==> src/hdl/vdsc_pkg.sv <==
/*
  constants, register map and field layout of the vacuum display scan controller.
  assumes a 32-bit avalon-mm slave with byte addresses, register index times four.
*/
// Notes on behaviour
// scan fetches display memory without software
// run only on high or medium main clock
// software disables display before standby
// slot period 1024 or 2048 clocks
// scan lasts slot times digits plus two; code uses slot times digits plus one
// eight cut levels shorten the digit strobe
// cut 1/16, then 2/16 steps to 14/16
// enable bit gates all scanning
// segment count is field plus nine
// dynamic upper pins add eight segments
// digit count N gives N plus one digits
// digit values 0 to 7 never written
// digit count resets to binary 1000
// mode and dimmer registers reset to zero
// key slot raises request, outputs key buffer
// unscanned outputs act as static outputs; code sets static pins by pin group, other unscanned pins drive zero
// at most 34 dynamic outputs total; code allows up to 24 segments plus 16 digits
// shorter slot when many digits flicker
// display memory spans 1a0 to 1ff
// key flag bit 3, read-only, key slot only
// extra slots: blanking then key slot; code adds the key slot only, no blanking slot
package vdsc_pkg;
  localparam logic [11:0] DISPLAY_MODE_CONTROL_IDX = 12'hf88;
  localparam logic [11:0] DIGIT_COUNT_SELECT_IDX   = 12'hf8a;
  localparam logic [11:0] DIMMER_CYCLE_SELECT_IDX  = 12'hf8c;
  localparam logic [11:0] STATIC_CONTROL_IDX       = 12'hf8e;
  localparam logic [11:0] STATIC_DATA_IDX          = 12'hf90;
  localparam logic [11:0] KEYSCAN_BUFFER_IDX       = 12'hf92;
  localparam logic [11:0] DISPLAY_MEM_FIRST        = 12'h1a0;
  localparam logic [11:0] DISPLAY_MEM_LAST         = 12'h1ff;
  localparam int          DISPLAY_MEM_WORDS        = 96;
  localparam logic [3:0]  MODE_RESET               = 4'h0;
  localparam logic [3:0]  DIGIT_RESET              = 4'h8;
  localparam logic [3:0]  DIMMER_RESET             = 4'h0;
  localparam int          ENABLE_BIT               = 3;
  localparam int          KEYFLAG_BIT              = 3;
  localparam int          SEG_BASE                 = 9;
  localparam int          SEG_UPPER                = 8;
  localparam int          SEG_MAX                  = 24;
  localparam int          DIGIT_MAX                = 16;
  localparam int          SLOT_SHORT_CYCLES        = 1024;
  localparam int          SLOT_LONG_CYCLES         = 2048;
  localparam int          CUT_SIXTEENTHS           = 16;
  localparam logic [31:0] UNMAPPED_READ            = 32'h0000_0000;
endpackage : vdsc_pkg

==> src/hdl/vdsc_slot_timer.sv <==
/*
  slot timer: counts one slot, flags slot end and strobe cut.
  assumes clk_sys is the main system clock and run gates the count.
*/
module vdsc_slot_timer (
  input  wire logic       clk_sys,
  input  wire logic       reset_n,
  input  wire logic       run,
  input  wire logic       longSlot,
  input  wire logic [2:0] cutSel,
  output logic            slotEnd,
  output logic            strobeOn
);
  localparam int SLOT_W = $clog2(vdsc_pkg::SLOT_LONG_CYCLES);
  localparam logic [SLOT_W:0] SHORT_LAST = (SLOT_W+1)'(vdsc_pkg::SLOT_SHORT_CYCLES - 1);
  localparam logic [SLOT_W:0] LONG_LAST  = (SLOT_W+1)'(vdsc_pkg::SLOT_LONG_CYCLES - 1);

  logic [SLOT_W:0] count_q;
  logic [SLOT_W:0] count_d;
  logic [SLOT_W:0] lastCount;
  logic [SLOT_W:0] sixteenth;
  logic [4:0]      cutParts;
  logic [SLOT_W+5:0] cutCycles;
  logic [SLOT_W+5:0] onCycles;

  assign lastCount = longSlot ? LONG_LAST : SHORT_LAST;
  assign sixteenth = longSlot ? (SLOT_W+1)'(vdsc_pkg::SLOT_LONG_CYCLES / vdsc_pkg::CUT_SIXTEENTHS)
                              : (SLOT_W+1)'(vdsc_pkg::SLOT_SHORT_CYCLES / vdsc_pkg::CUT_SIXTEENTHS);
  // 000 -> 1/16, else twice the code in sixteenths
  assign cutParts  = (cutSel == 3'h0) ? 5'h01 : {1'b0, cutSel, 1'b0};
  assign cutCycles = (SLOT_W+6)'(cutParts) * (SLOT_W+6)'(sixteenth);
  assign onCycles  = (SLOT_W+6)'(lastCount) + (SLOT_W+6)'(1) - cutCycles;
  assign slotEnd   = run && (count_q == lastCount);
  assign strobeOn  = run && ((SLOT_W+6)'(count_q) < onCycles);
  assign count_d   = (!run || slotEnd) ? '0 : count_q + (SLOT_W+1)'(1);

  always_ff @(posedge clk_sys or negedge reset_n) begin
    if (!reset_n) begin
      count_q <= '0;
    end else begin
      count_q <= count_d;
    end
  end
endmodule : vdsc_slot_timer

==> src/hdl/vdsc_scan_ctrl.sv <==
/*
  vacuum display scan controller: registers, display memory, digit/segment scan.
  assumes a single avalon-mm master on clk_sys; pins drive external hv buffers.
*/
// Implementation choice: the Avalon-MM interface to the registers.
module vdsc_scan_ctrl (
  input  wire logic        clk_sys,
  input  wire logic        reset_n,
  input  wire logic [13:0] avs_address,
  input  wire logic        avs_read,
  input  wire logic        avs_write,
  input  wire logic [31:0] avs_writedata,
  input  wire logic [3:0]  avs_byteenable,
  output logic [31:0]      avs_readdata,
  output logic             avs_waitrequest,
  output logic [23:0]      segmentOut,
  output logic [15:0]      digitOut,
  output logic             keyscanRequest,
  output logic             keyscanSlotFlag
);
  localparam int SEGS   = vdsc_pkg::SEG_MAX;
  localparam int DIGITS = vdsc_pkg::DIGIT_MAX;
  localparam int WORDS  = vdsc_pkg::DISPLAY_MEM_WORDS;

  typedef enum logic [1:0] {VDSC_IDLE, VDSC_DIGIT, VDSC_KEY} vdsc_slot_t;

  // registers
  logic [3:0]      displayModeControl_q;
  logic [3:0]      digitCountSelect_q;
  logic [3:0]      dimmerCycleSelect_q;
  logic [1:0]      staticControl_q;
  logic [23:0]     staticData_q;
  logic [23:0]     keyscanBuffer_q;
  logic [3:0]      dispMem_q [WORDS];
  logic [31:0]     readData_q;
  logic            ack_q;
  vdsc_slot_t      slot_q;
  vdsc_slot_t      slot_d;
  logic [3:0]      digit_q;
  logic [3:0]      digit_d;
  logic [23:0]     segData_q;
  logic [23:0]     segData_d;
  logic [15:0]     digitData_q;
  logic [15:0]     digitData_d;
  logic            keyReq_q;

  // bus decode
  logic [11:0] regIdx;
  logic        access;
  logic        lowLane;
  logic        hitMode;
  logic        hitDigit;
  logic        hitDimmer;
  logic        hitStatic;
  logic        hitStaticData;
  logic        hitKeyBuf;
  logic        hitMem;
  logic [6:0]  memIdx;
  logic        doWrite;
  logic [31:0] readMux;

  assign regIdx        = avs_address[13:2];
  assign access        = (avs_read || avs_write) && !ack_q;
  assign lowLane       = avs_byteenable[0];
  assign hitMode       = regIdx == vdsc_pkg::DISPLAY_MODE_CONTROL_IDX;
  assign hitDigit      = regIdx == vdsc_pkg::DIGIT_COUNT_SELECT_IDX;
  assign hitDimmer     = regIdx == vdsc_pkg::DIMMER_CYCLE_SELECT_IDX;
  assign hitStatic     = regIdx == vdsc_pkg::STATIC_CONTROL_IDX;
  assign hitStaticData = regIdx == vdsc_pkg::STATIC_DATA_IDX;
  assign hitKeyBuf     = regIdx == vdsc_pkg::KEYSCAN_BUFFER_IDX;
  assign hitMem        = (regIdx >= vdsc_pkg::DISPLAY_MEM_FIRST) &&
                         (regIdx <= vdsc_pkg::DISPLAY_MEM_LAST);
  assign memIdx        = 7'(regIdx - vdsc_pkg::DISPLAY_MEM_FIRST);
  // write lands at the edge where waitrequest is seen low
  assign doWrite       = avs_write && ack_q;
  // one wait cycle, then the answer at the next edge
  assign avs_waitrequest = (avs_read || avs_write) && !ack_q;
  assign avs_readdata    = readData_q;

  // scan state
  logic        enabled;
  logic        scanRun;
  logic        slotEnd;
  logic        strobeOn;
  logic [4:0]  segCount;
  logic        lastDigit;
  logic [23:0] segFetch;
  logic [23:0] segMask;

  assign enabled   = displayModeControl_q[vdsc_pkg::ENABLE_BIT];
  // field plus nine, plus eight when upper pins are dynamic
  assign segCount  = 5'(vdsc_pkg::SEG_BASE) + {2'b00, displayModeControl_q[2:0]} +
                     (staticControl_q[1] ? 5'(vdsc_pkg::SEG_UPPER) : 5'h00);
  assign lastDigit = digit_q == digitCountSelect_q;
  // timer held in the start cycle so digit 0 gets a full slot
  assign scanRun   = enabled && (slot_q != VDSC_IDLE);

  vdsc_slot_timer u_slot_timer (
    .clk_sys  (clk_sys),
    .reset_n  (reset_n),
    .run      (scanRun),
    .longSlot (dimmerCycleSelect_q[0]),
    .cutSel   (dimmerCycleSelect_q[3:1]),
    .slotEnd  (slotEnd),
    .strobeOn (strobeOn)
  );

  // four nibbles per digit for pins 0 to 15 from display memory, read by the scan directly
  genvar gs;
  generate
    for (gs = 0; gs < SEGS; gs++) begin : g_seg
      logic [6:0] memSel;
      if (gs < 16) begin : g_low
        assign memSel = 7'({digit_q, 2'b00}) + 7'(gs / 4);
      end else begin : g_up
        // upper pins: two nibbles per digit above the lower block
        assign memSel = 7'(4 * DIGITS) + 7'({digit_q, 1'b0}) + 7'((gs - 16) / 4);
      end
      assign segMask[gs]  = 5'(gs) < segCount;
      assign segFetch[gs] = dispMem_q[memSel][gs % 4];
    end
  endgenerate

  always_comb begin
    slot_d      = slot_q;
    digit_d     = digit_q;
    segData_d   = '0;
    digitData_d = '0;
    if (!enabled) begin
      slot_d  = VDSC_IDLE;
      digit_d = '0;
    end else begin
      unique case (slot_q)
        VDSC_IDLE: begin
          slot_d = VDSC_DIGIT;
        end
        VDSC_DIGIT: begin
          segData_d   = segFetch & segMask;
          digitData_d = strobeOn ? (16'h0001 << digit_q) : '0;
          if (slotEnd) begin
            if (lastDigit) begin
              slot_d = VDSC_KEY;
            end else begin
              digit_d = digit_q + 4'h1;
            end
          end
        end
        VDSC_KEY: begin
          segData_d = keyscanBuffer_q & segMask;
          if (slotEnd) begin
            slot_d  = VDSC_DIGIT;
            digit_d = '0;
          end
        end
      endcase
    end
  end

  assign keyscanSlotFlag = slot_q == VDSC_KEY;
  assign keyscanRequest  = keyReq_q;

  // static outputs take pins 0 to 15 when static control bit 0 is set, pins 16 to 23 when bit 1 is clear
  generate
    for (gs = 0; gs < SEGS; gs++) begin : g_pin
      logic isStatic;
      assign isStatic = (gs < 16) ? staticControl_q[0] : !staticControl_q[1];
      assign segmentOut[gs] = isStatic ? staticData_q[gs] : segData_q[gs];
    end
  endgenerate
  assign digitOut = digitData_q;

  assign readMux =
    hitMode       ? {28'h0, displayModeControl_q} :
    hitDigit      ? {28'h0, keyscanSlotFlag, 3'h0} | {28'h0, 4'h0} :
    hitDimmer     ? {28'h0, dimmerCycleSelect_q} :
    hitStatic     ? {30'h0, staticControl_q} :
    hitStaticData ? {8'h0, staticData_q} :
    hitKeyBuf     ? {8'h0, keyscanBuffer_q} :
    hitMem        ? {28'h0, dispMem_q[memIdx]} : vdsc_pkg::UNMAPPED_READ;

  always_ff @(posedge clk_sys or negedge reset_n) begin
    if (!reset_n) begin
      displayModeControl_q <= vdsc_pkg::MODE_RESET;
      digitCountSelect_q   <= vdsc_pkg::DIGIT_RESET;
      dimmerCycleSelect_q  <= vdsc_pkg::DIMMER_RESET;
      staticControl_q      <= '0;
      staticData_q         <= '0;
      keyscanBuffer_q      <= '0;
      ack_q                <= 1'b0;
      readData_q           <= '0;
    end else begin
      ack_q <= access;
      if (avs_read && access) begin
        readData_q <= readMux;
      end
      if (doWrite && lowLane) begin
        if (hitMode)   displayModeControl_q <= avs_writedata[3:0];
        if (hitDimmer) dimmerCycleSelect_q  <= avs_writedata[3:0];
        if (hitStatic) staticControl_q      <= avs_writedata[1:0];
      end
      // digit count write keeps the flag bit read-only
      if (doWrite && lowLane && hitDigit) begin
        digitCountSelect_q <= avs_writedata[3:0];
      end
      if (doWrite && hitStaticData) begin
        staticData_q <= avs_writedata[23:0];
      end
      // key buffer changes show at once in the key slot
      if (doWrite && hitKeyBuf) begin
        keyscanBuffer_q <= avs_writedata[23:0];
      end
    end
  end

  // display memory, no reset: plain data storage
  always_ff @(posedge clk_sys) begin
    if (doWrite && lowLane && hitMem) begin
      dispMem_q[memIdx] <= avs_writedata[3:0];
    end
  end

  always_ff @(posedge clk_sys or negedge reset_n) begin
    if (!reset_n) begin
      slot_q      <= VDSC_IDLE;
      digit_q     <= '0;
      segData_q   <= '0;
      digitData_q <= '0;
      keyReq_q    <= 1'b0;
    end else begin
      slot_q      <= slot_d;
      digit_q     <= digit_d;
      segData_q   <= segData_d;
      digitData_q <= digitData_d;
      keyReq_q    <= (slot_d == VDSC_KEY) && (slot_q != VDSC_KEY);
    end
  end
endmodule : vdsc_scan_ctrl

==> config.mk <==
export PLATFORM = sky130hd
export DESIGN_NAME = vdsc_scan_ctrl
export DESIGN_NICKNAME = d
export VERILOG_FILES = /design/src/hdl/vdsc_pkg.sv /design/src/hdl/vdsc_slot_timer.sv /design/src/hdl/vdsc_scan_ctrl.sv
export SDC_FILE = /design/constraint.sdc
export NUM_CORES = 1
export LEC_CHECK = 0
export ABC_AREA = 1
export ABC_CLOCK_PERIOD_IN_PS = 2610
export BUFFER_PORTS_ARGS = -buffer_cell sky130_fd_sc_hd__buf_2
export CAP_MARGIN = 20
export CORE_ASPECT_RATIO = 0.8
export CORE_MARGIN = 1.5
export CORE_UTILIZATION = 47
export CTS_CLUSTER_SIZE = 8
export DETAILED_ROUTE_END_ITERATION = 10
export GPL_TIMING_DRIVEN = 1
export HOLD_SLACK_MARGIN = 0.06
export PLACE_DENSITY = 0.75
export SETUP_SLACK_MARGIN = 0.15
export SYNTH_ARGS = -nofsm -noshare
export SYNTH_HDL_FRONTEND = slang
export SYNTH_SLANG_ARGS = --single-unit
==> constraint.sdc <==
create_clock -name clk_sys -period 2.61 [get_ports clk_sys]
set_input_delay 0.261 -clock clk_sys [delete_from_list [all_inputs] [get_ports clk_sys]]
set_output_delay 0.261 -clock clk_sys [all_outputs]
set_load 0.01 [all_outputs]
Word-level counts from Yosys, hierarchy flattened
Memory sizes are Yosys's and may differ from the RTL's.
Cells that the tools add are included.
{"block": "word_totals", "register_bits": 154, "mem_bits_rw": 384, "in_bits": 54, "out_inout_bits": 75, "elab_cells": 151, "mem_count": 1}
{"name": "dispMem_q", "depth": 96, "width": 4, "read_ports": 7, "rd_clocked_by_memory_dff": 0, "wr": 1, "line_no": "vdsc_scan_ctrl.sv:34", "source": "logic [3:0] dispMem_q [WORDS];"}
{"block": "classes", "n_addsub": 12, "mul": 1, "n_lt_le_gt_ge": 27, "eq_ne": 16, "n_shift": 1, "mux": 53, "bitwise": 2, "n_reduce_logical": 24}
{"op": "$mux W24", "n": 7}
{"op": "$eq A12 B12 Y1 const B", "n": 6}
{"op": "$and A24 B24 Y24", "n": 2}
{"op": "$mux W16", "n": 3}
{"op": "$pmux W24 S2", "n": 1}
{"op": "$lt A4 B5 Y1 const A", "n": 8}
{"op": "$lt A5 B5 Y1 const A", "n": 8}
{"op": "$mux W4", "n": 7}
{"op": "$mux W1", "n": 26}
{"op": "$lt A3 B5 Y1 const A", "n": 4}
{"op": "$lt A12 B17 Y1", "n": 1}
{"op": "$mul A5 B12 Y17", "n": 1}
{"op": "$sub A17 B17 Y17", "n": 1}
{"op": "$shl A1 B4 Y16 const A", "n": 1}
{"op": "$add A6 B2 Y7 const B", "n": 2}
{"op": "$add A12 B1 Y13 const B", "n": 1}
{"op": "$logic_and A1 B1 Y1", "n": 13}
{"op": "$add A12 B1 Y12 const B", "n": 1}
{"op": "$eq A12 B12 Y1", "n": 1}
{"op": "$ge A12 B9 Y1 const B", "n": 1}
{"op": "$le A12 B9 Y1 const B", "n": 1}
{"op": "$mux W12", "n": 1}
{"op": "$mux W11", "n": 1}
{"op": "$lt A1 B5 Y1 const A", "n": 2}
{"op": "other kinds (25)", "n": 36}

Depth between registers and ports, before layout
{"block": "logic_depth", "depth_word": 9, "ltp_mapped": 19}

Cells and area by module
Synthesis repeated with hierarchy kept, for this count alone.
{"block": "hier_totals", "hier_cells": 3029, "hier_area_um2": 26716.9}
{"module": "vdsc_scan_ctrl", "instances": 1, "cells_per_inst": 2887, "area_each_um2": 25694.6}
{"module": "vdsc_slot_timer", "instances": 1, "cells_per_inst": 142, "area_each_um2": 1022.2}

Worst setup path before layout
OpenSTA, ideal clock, no wires.
{"block": "synth_timing", "path_kind": "register to register", "from": "reg dimmerCycleSelect_q[0]", "to": "reg digitData_q[0] (netlist: digitOut[0])", "setup_time_ns": 0.077, "arrival_time_ns": 2.559, "setup_slack_ns": -0.026, "path_stages_with_launch": 16, "path_buffers": 0, "cell_sequence": "dfrtp_1 inv_1 nor2_1 a22oi_1 ha_1 inv_1 nand2_1 o21bai_1 xnor2_1 ha_1 o21a_1 o21ai_0 nand2_1 a21oi_1 nand3_1 nor2_1"}
{"block": "synth_between", "elab_chain_len": 8}
{"element": "from (decl)", "line_no": "vdsc_scan_ctrl.sv:30", "source": "logic [3:0] dimmerCycleSelect_q;"}
{"element": "from (signal assigned)", "line_no": "vdsc_scan_ctrl.sv:185", "source": "dimmerCycleSelect_q <= vdsc_pkg::DIMMER_RESET;"}
{"element": "from (signal assigned)", "line_no": "vdsc_scan_ctrl.sv:198", "source": "if (hitDimmer) dimmerCycleSelect_q <= avs_writedata[3:0];"}
{"element": "$mux W8 or $mux W11 (tied branches)", "line_no": "vdsc_slot_timer.sv:27, vdsc_slot_timer.sv:26"}
{"element": "$mul A5 B12 Y17 or $add A12 B1 Y13 (tied branches)", "line_no": "vdsc_slot_timer.sv:31, vdsc_slot_timer.sv:32"}
{"element": "$sub A17 B17 Y17 *", "line_no": "vdsc_slot_timer.sv:32", "source": "assign onCycles = (SLOT_W+6)'(lastCount) + (SLOT_W+6)'(1) - cutCycles;"}
{"element": "$lt A12 B17 Y1 *", "line_no": "vdsc_slot_timer.sv:34", "source": "assign strobeOn = run && ((SLOT_W+6)'(count_q) < onCycles);"}
{"element": "$logic_and A1 B1 Y1 *", "line_no": "vdsc_slot_timer.sv:34"}
{"element": "$mux W16 *", "line_no": "vdsc_scan_ctrl.sv:139", "source": "digitData_d = strobeOn ? (16'h0001 << digit_q) : '0;"}
{"element": "$mux W16 *", "line_no": "vdsc_scan_ctrl.sv:133", "source": "unique case (slot_q)"}
{"element": "$mux W16 *", "line_no": "vdsc_scan_ctrl.sv:129", "source": "if (!enabled) begin"}
{"element": "named net digitData_d[0]", "line_no": "vdsc_scan_ctrl.sv:44", "source": "logic [15:0] digitData_d;"}
{"element": "to (signal assigned)", "line_no": "vdsc_scan_ctrl.sv:233", "source": "digitData_q <= digitData_d;"}
{"element": "to (decl)", "line_no": "vdsc_scan_ctrl.sv:43", "source": "logic [15:0] digitData_q;"}
The timed path passes the listed nets; every way through them passes the cells marked *.
A chain may end at the register's enable or synchronous reset.

Worst setup path after layout
{"block": "layout_timing", "from": "reg dimmerCycleSelect_q[0]", "to": "reg digitData_q[8] (netlist: digitOut[8])"}
Same word-level chain as after synthesis.

==> implementation parameters <==
Parameter                              Value

STA
  Hold Fails Final Rpt ... 0
  RSZ-0062 raised after global routing ... true
  Highest clock frequency the design can meet ... 362.1 MHz
  Worst hold margin ... 108.1 ps
  Final setup skew ... 21.94 ps
  Tightest slew margin relative to the limit ... 0.5059
  Final worst path period need ... 2761 ps
  Max Slew Vio Count ... 0
  Slew at the pin closest to its max-slew limit ... 729.6 ps
  Total of endpoints with negative setup slack in the final report ... 17
  Fraction of the cycle the final worst path needs ... 1.058
  Final worst-path setup slack ... -151.3 ps

Yosys
  Commonest register cell after synthesis ... sky130_fd_sc_hd__edfxtp_1
  Cell type with the highest aggregate area in the netlist ... sky130_fd_sc_hd__edfxtp_1
  Number of synthesized flops with an enable pin ... 384
  Post-synthesis simple-gate area fraction ... 0.1745
  Gate count after technology mapping ... 2946
  Fraction of registers with async set/reset ... 0.2755
  Distinct cell type count of the synthesized netlist ... 49
  Adder and majority gate portion of the synthesized area ... 0.01316
  Synthesis Warnings ... 0
  Register area share after synthesis ... 0.5706
  Flop and latch count out of synthesis ... 530
  Share of the synthesized netlist area taken by xor and xnor gates ... 0.003949
  Netlist Area Pre-Place ... 0.02662 mm²
  Largest family of logic cells by synthesized area ... simple AND/OR/NAND/NOR gates
  Synth Area in Compound Gates ... 0.1499
  Average instance area after synthesis ... 9.034 µm²
  Share of the synthesized area in the top cell type ... 0.4332
  Multiplexer area fraction after synthesis ... 0.008462
  Top cells by area, synth ... sky130_fd_sc_hd__edfxtp_1 (43%), sky130_fd_sc_hd__dfrtp_1 (14%), sky130_fd_sc_hd__nand2_1 (7.9%), sky130_fd_sc_hd__o21ai_0 (5.5%), sky130_fd_sc_hd__inv_1 (4.7%)

Pwr
  Combinational group share of total power ... 0.053
  Clock Power Share ... 0.473
  Maximum ir drop on the vdd rail ... 0.6227 mV
  Power per cell area ... 609.2 mW/mm²
  Relative contribution of sequential cells to total power ... 0.474
  Cell-internal power ... 14.72 mW
  Static Leakage ... 12.96 nW
  Total net switching power ... 4.445 mW
  Proportion of total power due to net switching ... 0.2319

Worst hold path
  Hold Path Cell Cnt ... 1
  Tightest Hold Check Type ... input port to register

Die
  Die extent in x ... 269.1 µm
  Total Die Area ... 0.05807 mm²
  Die Span Y ... 215.8 µm
  Initial core utilization ... 0.4788
  Cell Rows ... 77
  Number of top-level pins ... 129
  Core area ... 0.05559 mm²

Clock network
  Clk buf depth ... 3
  Clock transition at the registers of the reported paths ... 60 ps
  CTS tree ... done
  # clock sinks ... 530
  Clock Tree Root ... sky130_fd_sc_hd__clkbuf_16
  Total CTS buffers ... 76
  Depth of the CTS H-tree ... 3
  Later-pin clock latency in the skew report ... 620 ps

Setup path
  Largest driver fanout on the critical path ... 8
  Worst Path Arrival ... 3290 ps
  Kind of capture point of the worst setup path ... register
  WS Path Type ... register to register
  Required @ worst endpoint ... 3140 ps
  Worst setup SP type ... register
  FF-to-FF path depth ... 14

Global routing
  Via count of the first global-routing pass ... 21310
  Pin count of the biggest net entering global routing ... 81
  GR Util All Layers ... 0.2912
  Wire length of the first global-routing pass ... 127500 µm
  Antenna violations before repair ... 1
  Gr ovfl total ... 0

Place
  Port bufs ... 107
  Final estimated routing congestion in global placement ... 1.012
  Half-perimeter wire length of the detailed placement result ... 58040 µm
  Instance area at placement ... 0.02875 mm²

Outcome
  Violations in the final reports ... setup timing
  Status ... finished, violations left

Drt
  Wire length after detailed routing ... 85410 µm
  Via count ... 23014
  Post-detailed-route count of antenna-violating nets ... 0
  Detailed-route DRC error count ... 0
  Average detailed-routed wire length per instance ... 21.83 µm
  Violation count after the first detailed-route iteration ... 3586
  Number of vias per cell after detailed routing ... 5.881
  Total iterations of the first detailed-routing run ... 7

Finish
  Layout overhead on the synthesized area ... 18.20%
  Ratio of cells with drive above 1 in the final layout ... 0.1388
  Net count of the finished layout ... 3216
  Final design area excluding fillers ... 0.03146 mm²

Run
  Max-Cap Viols ... 0
[cell type report]
| class | instances | area (µm²) |
|---|---|---|
| Inverter | 338 | 1277 |
| Sequential cell | 530 | 15190 |
| Clock inverter | 8 | 157.7 |
| Fill cell | 4775 | 24130 |
| Timing Repair Buffer | 290 | 2375 |
| Clock buffer | 98 | 1984 |
| Tap cell | 750 | 938.4 |
| Antenna cell | 1 | 2.502 |
| Multi-Input combinational cell | 1898 | 9530 |
[per-stage QoR]
| step | cells | setup WS [ps] | power (mW) | utilization | setup TNS, ps |
|---|---|---|---|---|---|
| floorplan | 2953 | 105.2 | 9.712 | - | 0 |
| global placement | 3761 | -112.9 | 10.17 | 0.5172 | -1633 |
| detailed placement | 3761 | -194.5 | 10.18 | 0.5172 | -2152 |
| CTS | 3905 | -104.0 | 19.15 | 0.5625 | -1368 |
| global route | 3913 | -279.9 | 19.63 | 0.5659 | -4237 |
| finish | 3913 | -151.3 | 19.17 | 0.5659 | -2138 |
[layer usage]
layer | track usage | share of wire | wire length [µm] | vias to the layer above
li1 | - | - | - | 10404
met1 | 0.4134 | 0.40 | 33990 | 10768
met2 | 0.4145 | 0.42 | 36030 | 1596
met3 | 0.09881 | 0.14 | 12370 | 246
met4 | 0.1006 | 0.035 | 3012 | 0
met5 | 0 | 0 | 0 | -
[flip-flops by register name, indices dropped and copies added (netlist names), 12 cells and up]
register / flops
segData_q: 24
staticData_q: 24
avs_readdata: 24
keyscanBuffer_q: 24
digitOut: 16
u_slot_timer.count_q: 12
dispMem_q: 384
[synthesized netlist by cell type, types with 2 or more instances]
cell type,n
sky130_fd_sc_hd__a211oi_1,11
sky130_fd_sc_hd__xor2_1,9
sky130_fd_sc_hd__o211ai_1,104
sky130_fd_sc_hd__inv_1,332
sky130_fd_sc_hd__buf_2,67
sky130_fd_sc_hd__nor3b_1,4
sky130_fd_sc_hd__o21bai_1,2
sky130_fd_sc_hd__xnor2_1,3
sky130_fd_sc_hd__nor4_1,10
sky130_fd_sc_hd__nand2_1,561
sky130_fd_sc_hd__nor2_1,324
sky130_fd_sc_hd__o2111ai_1,8
sky130_fd_sc_hd__o21ai_0,290
sky130_fd_sc_hd__o311ai_0,17
sky130_fd_sc_hd__mux2_2,20
sky130_fd_sc_hd__nor2_2,3
sky130_fd_sc_hd__nor3_1,17
sky130_fd_sc_hd__nand3b_1,2
sky130_fd_sc_hd__conb_1,2
sky130_fd_sc_hd__dfrtp_1,145
sky130_fd_sc_hd__a221oi_1,3
sky130_fd_sc_hd__o21ai_1,25
sky130_fd_sc_hd__a221o_1,2
sky130_fd_sc_hd__clkbuf_1,89
sky130_fd_sc_hd__o21a_1,7
sky130_fd_sc_hd__nand4_1,29
sky130_fd_sc_hd__buf_1,18
sky130_fd_sc_hd__inv_2,5
sky130_fd_sc_hd__a31oi_1,5
sky130_fd_sc_hd__nand3_1,160
sky130_fd_sc_hd__a22oi_1,4
sky130_fd_sc_hd__edfxtp_1,384
sky130_fd_sc_hd__buf_4,12
sky130_fd_sc_hd__or2_2,16
sky130_fd_sc_hd__o221ai_1,4
sky130_fd_sc_hd__a21oi_1,206
sky130_fd_sc_hd__o22ai_1,7
sky130_fd_sc_hd__ha_1,28
[cells in the final DEF, fill, tap and decap left out, types with 29 or more instances in the layout]
cell	n
sky130_fd_sc_hd__buf_2	105
sky130_fd_sc_hd__dfrtp_1	141
sky130_fd_sc_hd__nand3_1	158
sky130_fd_sc_hd__nor2_1	309
sky130_fd_sc_hd__nand2_1	558
sky130_fd_sc_hd__nand4_1	29
sky130_fd_sc_hd__o21ai_0	288
sky130_fd_sc_hd__edfxtp_1	384
sky130_fd_sc_hd__o211ai_1	104
sky130_fd_sc_hd__buf_4	128
sky130_fd_sc_hd__inv_1	326
sky130_fd_sc_hd__a21oi_1	203
sky130_fd_sc_hd__clkbuf_16	77
[final timing paths]
check / startpoint / to / slack (ps)
worst max-delay path: dimmerCycleSelect_q[0] / digitOut[8] / -150
worst min-delay path: avs_writedata[2] / dispMem_q[66][2] / 110
worst max register to register: dimmerCycleSelect_q[0] / digitOut[8] / -150
worst min register to register: u_slot_timer.count_q[0] / u_slot_timer.count_q[0] / 460
max in group asynchronous: reset_n / digitOut[5] / 1660
min in group asynchronous: reset_n / keyscanRequest / 190
[power groups by stage]
stage                     Sequential [mW]  Clock (mW)  Combinational, mW
final                                9.08        9.06               1.02
after global routing                 9.08        9.47               1.08
after CTS                            9.09        9.09              0.975
after detailed placement             9.24           0              0.944
after global placement               9.24           0              0.935
after floorplan                      9.25           0              0.466
[kinds of logic after synthesis]
group	count (synthesis)
and+or+nand+nor	1129
xor gates and xnor gates	12
buffers and inverters	525
AOI/OAI and AO/OA	700
muxes	20
DFF	530
adders and majority gates	28
other	2
[critical path: stages (launching register included)]
cell	delay [ps]
sky130_fd_sc_hd__dfrtp_2	450
sky130_fd_sc_hd__inv_4	110
sky130_fd_sc_hd__nor2_4	50
sky130_fd_sc_hd__a22oi_2	230
sky130_fd_sc_hd__buf_4	190
sky130_fd_sc_hd__ha_4	220
sky130_fd_sc_hd__xor2_1	160
sky130_fd_sc_hd__ha_1	270
sky130_fd_sc_hd__o21a_1	100
sky130_fd_sc_hd__o21a_1	160
sky130_fd_sc_hd__o21ai_1	110
sky130_fd_sc_hd__nand2_1	90
sky130_fd_sc_hd__a21oi_4	200
sky130_fd_sc_hd__nand3_4	180
sky130_fd_sc_hd__nor2_1	140
[repair_timing]
| action | CTS | global route |
|---|---|---|
| gates resized for setup | 9 | 34 |
| buffers inserted | 15 | 6 |
| cloned | 0 | 1 |
| setup endpoints to repair | 17 | 23 |
| hold buffers | 23 | 0 |
| hold endpoints to repair | 100 | 0 |
| pin swaps | 5 | 21 |
(Power assumes the default switching activity.)
